### config.mk
export PLATFORM = sky130hd
export DESIGN_NAME = asa_top
export DESIGN_NICKNAME = d
export VERILOG_FILES = /design/src/common/asa_pkg.sv /design/src/logic/asa_top.sv
export SDC_FILE = /design/constraint.sdc
export NUM_CORES = 1
export LEC_CHECK = 0
export BUFFER_PORTS_ARGS = -buffer_cell sky130_fd_sc_hd__clkbuf_2
export CELL_PAD_IN_SITES_DETAIL_PLACEMENT = 0
export CELL_PAD_IN_SITES_GLOBAL_PLACEMENT = 1
export CORE_ASPECT_RATIO = 1.1
export CORE_UTILIZATION = 34
export DETAILED_ROUTE_END_ITERATION = 6
export GPL_ROUTABILITY_DRIVEN = 0
export GPL_TIMING_DRIVEN = 0
export PLACE_DENSITY = 0.78
export SYNTH_ARGS = -nofsm -noshare
export SYNTH_HDL_FRONTEND = slang
export SYNTH_SLANG_ARGS = --single-unit
### constraint.sdc
create_clock -name MCLK -period 1.3 [get_ports MCLK]
set_input_delay 0.26 -clock MCLK [delete_from_list [all_inputs] [get_ports MCLK]]
set_output_delay 0.26 -clock MCLK [all_outputs]
set_load 0.01 [all_outputs]
### src/common/asa_pkg.sv
/*
  Constants and types of the alarm status aggregator: register offsets,
  field positions and reset values.
  Assumes a byte-wide register port with a 12-bit address.
*/
`default_nettype none

package asa_pkg;

  // Port and field widths
  localparam int unsigned ADDR_W = 12;
  localparam int unsigned DATA_W = 8;
  localparam int unsigned ALM_W  = 5;
  localparam int unsigned RSVD_W = 3;

  typedef logic [ADDR_W-1:0] asa_addr_t;
  typedef logic [DATA_W-1:0] asa_data_t;
  typedef logic [ALM_W-1:0]  asa_alm_t;
  typedef logic [RSVD_W-1:0] asa_rsvd_t;

  // Register offsets
  localparam asa_addr_t OFF_SUMMARY = 12'h2c0;
  localparam asa_addr_t OFF_FLAGS   = 12'h2c1;
  localparam asa_addr_t OFF_MASKS   = 12'h2c2;
  localparam asa_addr_t OFF_PINSEL  = 12'h2c3;

  // Alarm positions, shared by flags and masks
  localparam int unsigned BIT_DIV     = 0;
  localparam int unsigned BIT_NCO     = 1;
  localparam int unsigned BIT_REALIGN = 2;
  localparam int unsigned BIT_LINK    = 3;
  localparam int unsigned BIT_PLL     = 4;

  // Single-bit fields
  localparam int unsigned SUMMARY_BIT = 0;
  localparam int unsigned PINSEL_BIT  = 0;

  // Reset values
  localparam asa_alm_t  RST_FLAGS  = 5'h1f;
  localparam asa_alm_t  RST_MASKS  = 5'h1f;
  localparam asa_rsvd_t RST_RSVD   = 3'h0;
  localparam asa_data_t RST_RDATA  = 8'h00;
  localparam logic      RST_PINSEL = 1'b0;

endpackage

`default_nettype wire

### src/logic/asa_top.sv
/*
  Alarm status aggregator: five sticky alarm flags, a mask per flag, a
  summary alarm bit, an interrupt level and a selectable status pin.
  Assumes one clock MCLK, reset NRST, a byte register port with read
  data one cycle after the read strobe, and event inputs that come from
  logic on MCLK, except PLL_LOCKED which may arrive from anywhere.
*/
// Implementation choice: the plain strobed port.
//
// Summary of operation
// - Summary reads one when unmasked flag set
// - Set mask drops flag from summary only
// - Unlocked PLL sets bit four flag
// - Enabled link outside data state sets bit three
// - Clock realignment event sets bit two
// - Link off, NCO sync, phase mismatch set bit one
// - Channel divider mismatch sets bit zero
// - Writing one clears flag, zero keeps it
// - Reset: flags, masks all ones, upper zero
// - Selected summary drives status output pin
`timescale 1ns/1ps
`default_nettype none

module asa_top (
  input  wire logic               MCLK,
  input  wire logic               NRST,
  input  wire asa_pkg::asa_addr_t ADDR,
  input  wire asa_pkg::asa_data_t WDATA,
  input  wire logic               WR,
  input  wire logic               RD,
  output var  asa_pkg::asa_data_t RDATA,
  input  wire logic               PLL_LOCKED,
  input  wire logic               LINK_ENABLE,
  input  wire logic               LINK_IN_DATA_STATE,
  input  wire logic               CLK_REALIGNED,
  input  wire logic               NCO_SYNCED,
  input  wire logic               PHASE_MISMATCH,
  input  wire logic               DIVIDER_MISMATCH,
  input  wire logic               CAL_STATUS,
  output var  logic               STATUS_PIN,
  output var  logic               IRQ
);
  import asa_pkg::*;

  ////////////////////////////////////////////////////////////////////////
  // Declarations

  asa_alm_t  flags_ff;
  asa_alm_t  nxt_flags;
  asa_alm_t  masks_ff;
  asa_rsvd_t flags_rsvd_ff;
  asa_rsvd_t masks_rsvd_ff;
  logic      pinsel_ff;
  asa_data_t rdata_ff;
  asa_data_t nxt_rdata;
  logic      pin_ff;
  logic      pll_meta_ff;
  logic      pll_s2_ff;
  logic      pll_s3_ff;
  logic      pll_lock_ff;
  asa_alm_t  set_vec;
  asa_alm_t  clr_vec;
  logic      alarm;

  // Register hit, used by every write and read path
  function automatic logic hit(input asa_addr_t a, input asa_addr_t off);
    hit = (a == off);
  endfunction

  ////////////////////////////////////////////////////////////////////////
  // PLL lock synchroniser

  // Three stages; lock state moves only once stages two and three agree
  always_ff @(posedge MCLK or negedge NRST) begin
    if (!NRST) begin
      pll_meta_ff <= 1'b0;
      pll_s2_ff   <= 1'b0;
      pll_s3_ff   <= 1'b0;
    end else begin
      pll_meta_ff <= PLL_LOCKED;
      pll_s2_ff   <= pll_meta_ff;
      pll_s3_ff   <= pll_s2_ff;
    end
  end

  // Filtered lock; starts unlocked so a fresh part reports lock loss
  always_ff @(posedge MCLK or negedge NRST) begin
    if (!NRST) begin
      pll_lock_ff <= 1'b0;
    end else if (pll_s2_ff == pll_s3_ff) begin
      pll_lock_ff <= pll_s3_ff;
    end
  end

  ////////////////////////////////////////////////////////////////////////
  // Alarm set conditions

  // Levels set the flag on every cycle they hold, so clearing is futile
  // until the cause goes away
  always_comb begin
    set_vec              = '0;
    set_vec[BIT_PLL]     = !pll_lock_ff;
    set_vec[BIT_LINK]    = LINK_ENABLE && !LINK_IN_DATA_STATE;
    set_vec[BIT_REALIGN] = CLK_REALIGNED;
    set_vec[BIT_NCO]     = !LINK_ENABLE || NCO_SYNCED
                           || PHASE_MISMATCH;
    set_vec[BIT_DIV]     = DIVIDER_MISMATCH;
  end

  // Write-one clear mask for the flag register
  assign clr_vec = (WR && hit(ADDR, OFF_FLAGS)) ? WDATA[ALM_W-1:0] : '0;

  ////////////////////////////////////////////////////////////////////////
  // Sticky flags

  // One slice per flag; set is ORed last so it wins over a clear
  for (genvar i = 0; i < ALM_W; i++) begin : g_flag
    assign nxt_flags[i] = (flags_ff[i] && !clr_vec[i])
                          || set_vec[i];
  end

  always_ff @(posedge MCLK or negedge NRST) begin
    if (!NRST) begin
      flags_ff <= RST_FLAGS;
    end else begin
      flags_ff <= nxt_flags;
    end
  end

  // Reserved upper bits are plain storage
  always_ff @(posedge MCLK or negedge NRST) begin
    if (!NRST) begin
      flags_rsvd_ff <= RST_RSVD;
    end else if (WR && hit(ADDR, OFF_FLAGS)) begin
      flags_rsvd_ff <= WDATA[DATA_W-1:ALM_W];
    end
  end

  ////////////////////////////////////////////////////////////////////////
  // Mask and pin select registers

  // Masks start all set, so nothing interrupts until software opts in
  always_ff @(posedge MCLK or negedge NRST) begin
    if (!NRST) begin
      masks_ff      <= RST_MASKS;
      masks_rsvd_ff <= RST_RSVD;
    end else if (WR && hit(ADDR, OFF_MASKS)) begin
      masks_ff      <= WDATA[ALM_W-1:0];
      masks_rsvd_ff <= WDATA[DATA_W-1:ALM_W];
    end
  end

  // Status pin source select
  always_ff @(posedge MCLK or negedge NRST) begin
    if (!NRST) begin
      pinsel_ff <= RST_PINSEL;
    end else if (WR && hit(ADDR, OFF_PINSEL)) begin
      pinsel_ff <= WDATA[PINSEL_BIT];
    end
  end

  ////////////////////////////////////////////////////////////////////////
  // Summary alarm and outputs

  // Masks gate only the summary; the flags keep their value
  assign alarm = |(flags_ff & ~masks_ff);
  assign IRQ   = alarm;

  // Registered pin; costs a cycle but keeps the pad glitch free
  always_ff @(posedge MCLK or negedge NRST) begin
    if (!NRST) begin
      pin_ff <= 1'b0;
    end else begin
      pin_ff <= pinsel_ff ? alarm : CAL_STATUS;
    end
  end

  assign STATUS_PIN = pin_ff;

  ////////////////////////////////////////////////////////////////////////
  // Read port

  // Unmapped addresses read zero; reads have no side effects
  always_comb begin
    nxt_rdata = '0;
    if (hit(ADDR, OFF_SUMMARY)) begin
      nxt_rdata[SUMMARY_BIT] = alarm;
    end else if (hit(ADDR, OFF_FLAGS)) begin
      nxt_rdata = {flags_rsvd_ff, flags_ff};
    end else if (hit(ADDR, OFF_MASKS)) begin
      nxt_rdata = {masks_rsvd_ff, masks_ff};
    end else if (hit(ADDR, OFF_PINSEL)) begin
      nxt_rdata[PINSEL_BIT] = pinsel_ff;
    end
  end

  // Data valid only in the cycle after the strobe, zero otherwise
  always_ff @(posedge MCLK or negedge NRST) begin
    if (!NRST) begin
      rdata_ff <= RST_RDATA;
    end else begin
      rdata_ff <= RD ? nxt_rdata : RST_RDATA;
    end
  end

  assign RDATA = rdata_ff;
endmodule

`default_nettype wire

==> run_results.csv, run 1 <==
group,metric,value,unit
route,detail_route.vias_per_cell,4.68,
sta,timing.hold.ws,0.0313,ns
clock_network,tritoncts,"yes",
sta,setup_viol,6,
cells_and_area,diodes,0,
cells_and_area,post-route-cell-area,0.00177,mm2
global_routing,gr-usage-all-layers,15.7,%
clock_network,cts-root-buf,"sky130_fd_sc_hd__clkbuf_4",
sta,fin_ws,-0.612,ns
synth,ys.warnings.count,0,
floorplan,fp-row-count,22,
floorplan,ioPinCount,42,
floorplan,start_util,36.7,%
pwr,power_density,1020,mW/mm2
global_routing,maximum_number_of_pins_on_one_net_before_global_route_repair,31,
global_routing,global_route.overflow_total,0,
cells_and_area,layout_commonest_cell,"sky130_fd_sc_hd__clkbuf_2",
route,postRouteWirelength,2710,um
sta,final_min_period_over_clock_period,147,%
global_routing,grt_first_pass_wirelength,4360,um
sta,fmax,523,MHz
critical_path,cp-end-kind,"output port",
status,status,"finished with violations",
sta,post-route-min-period,1.91,ns
route,firstDrtPassIters,4,
critical_path,worst_ep_required_time,1.04,ns
cells_and_area,post_route_cells_drive_above_1_share,59.4,%
route,drt-wirelength-per-cell,13.4,um
route,metal2_wl,1370,um
clock_network,cts_max_level,2,
cells_and_area,regArea,763,um2
critical_path,timing.critical_path.slowest_stage_cell,"sky130_fd_sc_hd__dfstp_2",
critical_path,cp_num_buf_inv,2,
critical_path,class_of_the_most_critical_setup_path,"register to output port",
clock_network,number_of_clock_sinks_seen_by_cts,30,
floorplan,die_area,0.00396,mm2
route,remaining_drc_errors,0,
floorplan,core_region_area,0.00344,mm2
critical_path,critical_path.cell_chain,"inv_2, a222oi_1, o221ai_2, clkbuf_2",
route,maxUsedRoutingLayer,"met4",
synth,avgSynthCellArea,13.2,um2
cells_and_area,synthToLayoutAreaGrowth,39.8,%
sta,report.final.hold_viol_count,0,
global_routing,number_of_global_route_vias_before_repair,955,
critical_path,r2r_setup_slack,-0.49,ns
placement,placement.cell_area,0.00155,mm2
route,met3_wirelength,136,um
sta,grt_setup_unrepaired,"true",
sta,timing.setup.tns,-1.48,ns
sta,fin_worst_skew,0.0104,ns
clock_network,clock_pin_transition_on_the_worst_setup_and_hold_timing_paths,0.10,ns
route,drt_iter0_drc,20,
critical_path,critical_path_arrival,1.65,ns
floorplan,die_y_extent,65.9,um
placement,dp_hpwl,1900,um
clock_network,clk_path_buf_depth,2,
critical_path,worst_path_dominant_cell_family,"compound AO/OA/AOI/OAI gates",
critical_path,critical_path.max_stage_delay,0.55,ns
run,timing.max_cap.violations,0,
placement,worst_setup_timing_slack_at_the_placement_stage,-0.534,ns
placement,place.port_buffers,41,
clock_network,cts_inserted_buffers,5,
cells_and_area,nFillCells,312,
cells_and_area,finish.net_count,186,
pwr,power.leakage,0.000860,uW
worst_hold_path,min_path_type,"input port to register",
sta,worstMarginPinSlew,0.698,ns
sta,slew_viol_final,0,
critical_path,crit_path_start_kind,"register",
cells_and_area,multi_input_comb_area,524,um2
pwr,ir_worst_vdd,0.641,mV
clock_network,clk_latency,0.33,ns
synth,netlist_area,0.00126,mm2
synth,synth_nets,128,
cells_and_area,most_frequent_cells_in_the_layout,"40 x sky130_fd_sc_hd__clkbuf_2, 20 x sky130_fd_sc_hd__dfrtp_1, 12 x sky130_fd_sc_hd__mux2_4",
synth,synth-seq-area-share,60.4,%
status,violations,"setup timing",
floorplan,floorplan.die.width,60.1,um
sta,worst_slew_margin_rel,53.5,%
route,met1Wirelength,1170,um
synth,netlist-cell-type-count,31,
critical_path,cp_max_fo,2,
route,ant_nets,0,
synth,postSynthRegisterBits,30,
global_routing,grt_antenna_before_repair,0,
route,dr_total_vias,951,
synth,synthesis.instances,96,
area by class of cell:
type                            count  share of cell area [%]
Clock inverter                      3                    2.27
Multi-Input combinational cell     56                    29.7
Inverter                            9                    1.91
Timing Repair Buffer               51                    16.8
Buffer                              1                   0.637
Tap cell                           48                    3.40
Sequential cell                    30                    43.2
Clock buffer                        5                    2.12
cell usage after synthesis:
master	count	area share [%]
sky130_fd_sc_hd__a22o_1	1	0.69
sky130_fd_sc_hd__inv_1	9	2.7
sky130_fd_sc_hd__and3_2	1	0.59
sky130_fd_sc_hd__and2_1	1	0.50
sky130_fd_sc_hd__and4bb_2	1	0.99
sky130_fd_sc_hd__a22oi_1	7	4.2
sky130_fd_sc_hd__dfrtp_1	20	40
sky130_fd_sc_hd__or2_2	1	0.50
sky130_fd_sc_hd__o311a_1	1	0.79
sky130_fd_sc_hd__and4_1	1	0.69
sky130_fd_sc_hd__nor2_1	10	3.0
sky130_fd_sc_hd__and3b_1	1	0.69
sky130_fd_sc_hd__a221oi_1	1	0.69
sky130_fd_sc_hd__a21oi_2	1	0.69
sky130_fd_sc_hd__or4b_1	1	0.79
sky130_fd_sc_hd__buf_6	1	0.89
sky130_fd_sc_hd__o221ai_1	1	0.69
sky130_fd_sc_hd__nand3_1	1	0.40
sky130_fd_sc_hd__a31oi_1	1	0.50
sky130_fd_sc_hd__nor3_4	1	1.3
sky130_fd_sc_hd__nor3_1	2	0.79
sky130_fd_sc_hd__nand2_1	2	0.59
sky130_fd_sc_hd__nand4_1	1	0.50
sky130_fd_sc_hd__a21o_1	1	0.59
sky130_fd_sc_hd__nor2b_1	1	0.50
sky130_fd_sc_hd__maj3_1	1	0.79
sky130_fd_sc_hd__a21oi_1	1	0.40
sky130_fd_sc_hd__mux2_2	13	12
sky130_fd_sc_hd__nor4b_4	1	1.9
sky130_fd_sc_hd__dfstp_2	10	21
sky130_fd_sc_hd__a222oi_1	1	0.79
cells by family after synthesis:
family / Yosys count / synth area share (%)
flops: 30 / 60.4
simple gates: 26 / 13.7
compound gates: 16 / 10.0
mux: 13 / 11.6
buf+inv: 10 / 3.56
fa+ha+maj: 1 / 0.792
metal layers:
metal	vias up	global-route usage, %
met5	-	0
met4	0	5.23
met3	6	6.85
met2	22	25.1
met1	463	18.5
li1	460	-
path summary, 6_finish.rpt:
path	endpoint	from	cells past startpoint
max	IRQ	masks_ff[0]$_DFFE_PN1P_	4
min	pll_meta_ff$_DFF_PN0_	PLL_LOCKED	1
max reg2reg	RDATA[0]$_DFF_PN0_	masks_ff[0]$_DFFE_PN1P_	5
min in group asynchronous	pinsel_ff$_DFFE_PN0P_	NRST	2
min reg2reg	pll_s2_ff$_DFF_PN0_	pll_meta_ff$_DFF_PN0_	0
max in group asynchronous	RDATA[1]$_DFF_PN0_	NRST	2
repair_timing:
action                                  CTS  global route
hold buffers                              1             0
gates cloned                              0             0
pin swaps                                 5             4
resized for setup                        11             3
hold endpoints to repair                 20             0
endpoints found under the setup margin   12            13
setup buffers                             8             1
metrics by stage:
step           total power, uW  cells  utilization (%)
3_5_place_dp              1080    185             45.1
4_1_cts                   1820    202             50.7
3_3_place_gp              1080    185             45.1
6_report                  1800    203             51.3
2_1_floorplan             1000     96                -
5_1_grt                   1880    203             51.3
state kept, by name, summed over array words and instances (netlist names):
register,flops
masks_ff,5
flags_ff,5
pll_lock_ff,1
STATUS_PIN,1
pll_s3_ff,1
RDATA,8
pll_s2_ff,1
pinsel_ff,1
masks_rsvd_ff,3
flags_rsvd_ff,3
pll_meta_ff,1
report_power, final:
part	leakage, uW	switching, uW	internal (uW)
registers	0.000372	5.83	946
logic	0.000443	64.5	59.9
clock network	0.0000450	326	398
total	0.000860	396	1400
Note: power is estimated with default switching activity, not from simulation.
==> inputs of run 2 (changes only) <==
SETUP_SLACK_MARGIN = 0.02   (was not set)
==> run 2 against run 1 <==
Against the previous run:
- the run still ends with setup timing left
- die area unchanged
- first-iteration DRC count unchanged
- wire length decreased by 0.22%
- critical path depth unchanged
- clock-buffer cell count unchanged
- global-route usage unchanged
- worst setup slack improved by 0.0017 ns
- non-clock buffer count unchanged
- cell count unchanged
- clock power about the same
- largest cell class unchanged
- highest routed layer unchanged
==> run_results.csv, run 2 (synthesized netlist as in run 1, its figures left out) <==
group,metric,value,unit
status,status,"finished with violations",
status,violations,"setup timing",
sta,fin_worst_skew,0.0104,ns
clock_network,clk_latency,0.33,ns
floorplan,core_region_area,0.00344,mm2
route,dr_total_vias,954,
clock_network,cts_inserted_buffers,5,
pwr,ir_worst_vdd,0.641,mV
route,drt-wirelength-per-cell,13.3,um
sta,timing.setup.tns,-1.47,ns
clock_network,clock_pin_transition_on_the_worst_setup_and_hold_timing_paths,0.10,ns
cells_and_area,finish.net_count,186,
clock_network,cts-root-buf,"sky130_fd_sc_hd__clkbuf_4",
placement,dp_hpwl,1900,um
route,drt_iter0_drc,20,
floorplan,fp-row-count,22,
critical_path,cp_max_fo,2,
critical_path,class_of_the_most_critical_setup_path,"register to output port",
route,remaining_drc_errors,0,
pwr,power.leakage,0.000860,uW
critical_path,worst_ep_required_time,1.04,ns
cells_and_area,post_route_cells_drive_above_1_share,59.4,%
sta,final_min_period_over_clock_period,147,%
sta,grt_setup_unrepaired,"true",
global_routing,number_of_global_route_vias_before_repair,955,
critical_path,crit_path_start_kind,"register",
global_routing,grt_first_pass_wirelength,4360,um
critical_path,cp-end-kind,"output port",
global_routing,maximum_number_of_pins_on_one_net_before_global_route_repair,31,
clock_network,clk_path_buf_depth,2,
cells_and_area,diodes,0,
clock_network,cts_max_level,2,
clock_network,tritoncts,"yes",
route,postRouteWirelength,2710,um
global_routing,global_route.overflow_total,0,
sta,post-route-min-period,1.91,ns
pwr,power_density,1020,mW/mm2
floorplan,start_util,36.7,%
route,ant_nets,0,
route,firstDrtPassIters,4,
floorplan,die_y_extent,65.9,um
global_routing,gr-usage-all-layers,15.7,%
cells_and_area,most_frequent_cells_in_the_layout,"40 x sky130_fd_sc_hd__clkbuf_2, 20 x sky130_fd_sc_hd__dfrtp_1, 12 x sky130_fd_sc_hd__mux2_4",
sta,report.final.hold_viol_count,0,
run,timing.max_cap.violations,0,
sta,fin_ws,-0.610,ns
cells_and_area,largest_register_ffs,8,
cells_and_area,layout_commonest_cell,"sky130_fd_sc_hd__clkbuf_2",
floorplan,floorplan.die.width,60.1,um
critical_path,critical_path_arrival,1.65,ns
floorplan,die_area,0.00396,mm2
sta,worstMarginPinSlew,0.698,ns
sta,worst_slew_margin_rel,53.5,%
sta,setup_viol,6,
floorplan,ioPinCount,42,
worst_hold_path,min_path_type,"input port to register",
sta,fmax,524,MHz
sta,slew_viol_final,0,
global_routing,grt_antenna_before_repair,0,
sta,timing.hold.ws,0.0313,ns
clock_network,number_of_clock_sinks_seen_by_cts,30,
placement,place.port_buffers,41,
cells_and_area,synthToLayoutAreaGrowth,39.8,%
route,detail_route.vias_per_cell,4.70,
[run 2: layout make-up]
type                    instances  area (um2)
fillers                       312        1670
flip-flops and latches         30         763
multi-input cells              56         524
repair buffers                 51         297
well taps                      48        60.1
clock inverters                 3        40.0
clock buffers                   5        37.5
inverters                       9        33.8
plain buffers                   1        11.3
[run 2: power breakdown]
group / leakage [uW] / switching, uW / internal [uW]
logic: 0.000443 / 64.5 / 59.9
clock network: 0.0000450 / 326 / 398
registers: 0.000372 / 5.77 / 946
total: 0.000860 / 396 / 1400
[run 2: worst paths after layout]
path                                              start               endpoint  slack (ns)  cells after the start
worst min register to register    pll_meta_ff$_DFF_PN0_    pll_s2_ff$_DFF_PN0_        0.37                      0
min in group asynchronous                          NRST  pinsel_ff$_DFFE_PN0P_        0.49                      2
worst min-delay path                         PLL_LOCKED  pll_meta_ff$_DFF_PN0_        0.03                      1
worst max-delay path            masks_ff[0]$_DFFE_PN1P_                    IRQ       -0.61                      4
worst max register to register  masks_ff[0]$_DFFE_PN1P_     RDATA[0]$_DFF_PN0_       -0.48                      5
max in group asynchronous                          NRST     RDATA[1]$_DFF_PN0_        0.35                      2
[run 2: metrics by stage]
| stage | util [%] | setup WS, ns | power (uW) | cell area [um2] | cells |
|---|---|---|---|---|---|
| after global placement | 45.1 | -0.547 | 1080 | 1550 | 185 |
| after detailed placement | 45.1 | -0.534 | 1080 | 1550 | 185 |
| after global routing | 51.3 | -0.674 | 1880 | 1770 | 203 |
| final | 51.3 | -0.610 | 1800 | 1770 | 203 |
| after CTS | 50.7 | -0.633 | 1820 | 1740 | 202 |
| after floorplan | - | -0.223 | 1000 | 1290 | 96 |
[run 2: routing by layer]
layer / track usage, % / up-vias / wire length (um) / part of all wire [%]
li1: - / 461 / - / -
met1: 18.5 / 465 / 1170 / 43
met2: 25.1 / 22 / 1360 / 50
met3: 6.85 / 6 / 136 / 5.0
met4: 5.23 / 0 / 39 / 1.4
met5: 0 / - / 0 / 0
[run 2: critical path, cell delays in order (launching register included)]
cell and delay, ns:
sky130_fd_sc_hd__dfstp_2 0.55, sky130_fd_sc_hd__inv_2 0.04, sky130_fd_sc_hd__a222oi_1 0.38, sky130_fd_sc_hd__o221ai_2 0.19, sky130_fd_sc_hd__clkbuf_2 0.16
[run 2: repair_timing]
action / 4_1_cts / 5_1_grt
hold buffers: 1 / 0
pin swaps: 5 / 5
gates cloned: 0 / 0
gates resized for setup: 11 / 3
setup buffers: 8 / 1
setup endpoints to repair: 12 / 13
endpoints found under the hold margin: 20 / 0
==> inputs of run 3 (changes only) <==
CORE_UTILIZATION = 38   (was 34)
PLACE_DENSITY = 0.82   (was 0.78)
clock period = 1.9 ns   (was 1.3 ns; I/O delays follow)
==> run 3 against run 2 <==
Against the previous run:
- the flow finishes with violations (DRC, setup timing)
- worst setup slack better by 0.47 ns
- sequential power down 32%
- die area down 10%
- non-clock buffer count down 7
- hold slack better by 0.055 ns
- combinational power down 38%
- highest routed layer unchanged
==> run_results.csv, run 3 (synthesized netlist as in run 1, its figures left out) <==
group,metric,value,unit
run,timing.max_cap.violations,0,
sta,timing.hold.ws,0.0860,ns
floorplan,core_region_area,0.00310,mm2
cells_and_area,layout_commonest_cell,"sky130_fd_sc_hd__clkbuf_2",
floorplan,floorplan.die.width,57.0,um
critical_path,worst_path_dominant_cell_family,"compound AO/OA/AOI/OAI gates",
clock_network,cts_max_level,2,
critical_path,timing.rr.start,"masks_ff[0]$_DFFE_PN1P_",
cells_and_area,diodes,0,
critical_path,worst_r2r_endpoint,"RDATA[0]$_DFF_PN0_",
pwr,comb_power_share,6.9,%
pwr,power.clock.fraction,34.6,%
critical_path,r2r_setup_slack,0.18,ns
sta,fin_ws,-0.141,ns
sta,setup_viol,1,
worst_hold_path,min_path_type,"input port to asynchronous set/reset pin",
pwr,power_switching_share,22.5,%
global_routing,grt_first_pass_wirelength,4030,um
critical_path,cp-end-kind,"output port",
clock_network,number_of_clock_sinks_seen_by_cts,30,
clock_network,clk_path_buf_depth,2,
pwr,power.leakage,0.000790,uW
floorplan,start_util,40.8,%
pwr,internal-power,862,uW
placement,place.port_buffers,41,
critical_path,critical_path_arrival,1.66,ns
floorplan,die_area,0.00356,mm2
critical_path,r2r.worst_path.cells,5,
sta,final_min_period_over_clock_period,107,%
route,drt-wirelength-per-cell,13.5,um
pwr,ir_worst_vdd,0.394,mV
global_routing,grt_antenna_before_repair,0,
status,status,"finished with violations",
sta,slew_viol_final,0,
critical_path,critical_path.max_stage_delay,0.55,ns
clock_network,cts_inserted_buffers,5,
sta,fin_worst_skew,0.00713,ns
cells_and_area,post_route_cells_drive_above_1_share,56.1,%
critical_path,cp_num_buf_inv,2,
global_routing,gr-usage-all-layers,15.8,%
global_routing,maximum_number_of_pins_on_one_net_before_global_route_repair,31,
pwr,switchingPower,250,uW
sta,report.final.hold_viol_count,0,
route,dr_total_vias,925,
clock_network,hold_buffers,0,
critical_path,critical_path.cell_chain,"inv_2, a222oi_1, o221ai_2, buf_2",
sta,timing.setup.tns,-0.141,ns
global_routing,number_of_global_route_vias_before_repair,919,
placement,dp_cells,171,
route,remaining_drc_errors,8,
route,detail_route.vias_per_cell,5.08,
pwr,total_power,1110,uW
sta,post-route-min-period,2.04,ns
pwr,power_density,695,mW/mm2
route,postRouteWirelength,2470,um
clock_network,cts-root-buf,"sky130_fd_sc_hd__clkbuf_4",
route,firstDrtPassIters,6,
sta,fmax,490,MHz
critical_path,worst_ep_required_time,1.52,ns
status,violations,"DRC, setup timing",
clock_network,tritoncts,"yes",
placement,dp_hpwl,1800,um
floorplan,ioPinCount,42,
pwr,pwr-share-seq,58.5,%
critical_path,cp_max_fo,2,
cells_and_area,largest_register_ffs,8,
route,drt_iter0_drc,42,
cells_and_area,synthToLayoutAreaGrowth,26.6,%
clock_network,clk_latency,0.32,ns
clock_network,clock_pin_transition_on_the_worst_setup_and_hold_timing_paths,0.09,ns
sta,worst_slew_margin_rel,52.9,%
cells_and_area,final_cell_count_no_fill,182,
route,ant_nets,0,
placement,placement.cell_area,0.00151,mm2
floorplan,fp-row-count,21,
global_routing,global_route.overflow_total,0,
sta,worstMarginPinSlew,0.707,ns
critical_path,crit_path_start_kind,"register",
cells_and_area,post-route-cell-area,0.00160,mm2
critical_path,class_of_the_most_critical_setup_path,"register to output port",
cells_and_area,finish.net_count,179,
critical_path,timing.critical_path.slowest_stage_cell,"sky130_fd_sc_hd__dfstp_2",
sta,grt_setup_unrepaired,"true",
cells_and_area,most_frequent_cells_in_the_layout,"40 x sky130_fd_sc_hd__clkbuf_2, 20 x sky130_fd_sc_hd__dfrtp_1, 13 x sky130_fd_sc_hd__mux2_2",
floorplan,die_y_extent,62.5,um
[run 3: worst max-delay path by stage]
stage	start	end	slack, ns	cells after the start
4_1_cts	masks_ff[0]$_DFFE_PN1P_	IRQ	-0.17	4
2_1_floorplan	ADDR[8]	masks_rsvd_ff[0]$_DFFE_PN0P_	0.26	4
6_report	masks_ff[0]$_DFFE_PN1P_	IRQ	-0.14	4
3_5_place_dp	ADDR[8]	masks_rsvd_ff[1]$_DFFE_PN0P_	-0.09	5
5_1_grt	masks_ff[0]$_DFFE_PN1P_	IRQ	-0.20	4
3_3_place_gp	ADDR[8]	masks_rsvd_ff[1]$_DFFE_PN0P_	-0.05	5
[run 3: power groups by stage]
stage | logic, uW | clock network (uW) | registers, uW
floorplan | 22.3 | 0 | 662
global placement | 76.1 | 0 | 663
detailed placement | 78.3 | 0 | 663
CTS | 78.7 | 404 | 651
global route | 86.1 | 433 | 652
finish | 76.7 | 385 | 651
[run 3: cell type report]
type / count / area (um2)
buffer: 1 / 11.3
clock buffer: 7 / 55.1
clock inverter: 1 / 5.00
fill: 291 / 1500
inverter: 9 / 33.8
multi-input combinational: 56 / 462
sequential: 30 / 763
tap: 34 / 42.5
timing repair buffer: 44 / 228
[run 3: stage by stage]
| step | util (%) | setup slack, ns |
|---|---|---|
| after CTS | 51.4 | -0.166 |
| after global routing | 51.6 | -0.204 |
| final | 51.6 | -0.141 |
| after global placement | 48.7 | -0.0484 |
| after floorplan | - | 0.257 |
| after detailed placement | 48.7 | -0.0892 |
[run 3: layer usage]
| metal | share of wire [%] | GRT usage (%) | vias to the layer above |
|---|---|---|---|
| met5 | 0 | 0 | - |
| met4 | 2.3 | 8.23 | 0 |
| met3 | 7.7 | 6.83 | 7 |
| met2 | 49 | 24.9 | 35 |
| met1 | 41 | 18.1 | 431 |
| li1 | - | - | 452 |
[run 3: worst register-to-register path, stage by stage (launching register included)]
cell and delay [ns]:
sky130_fd_sc_hd__dfstp_2 0.55, sky130_fd_sc_hd__inv_2 0.04, sky130_fd_sc_hd__a222oi_1 0.39, sky130_fd_sc_hd__o221ai_2 0.18
sky130_fd_sc_hd__buf_4 0.17, sky130_fd_sc_hd__o311a_1 0.28
[run 3: repair_timing]
action / 4_1_cts / 5_1_grt
gates resized for setup: 2 / 1
endpoints found under the setup margin: 1 / 1
setup buffers: 2 / 1
pin swaps: 1 / 1
hold endpoints to repair: 0 / 0
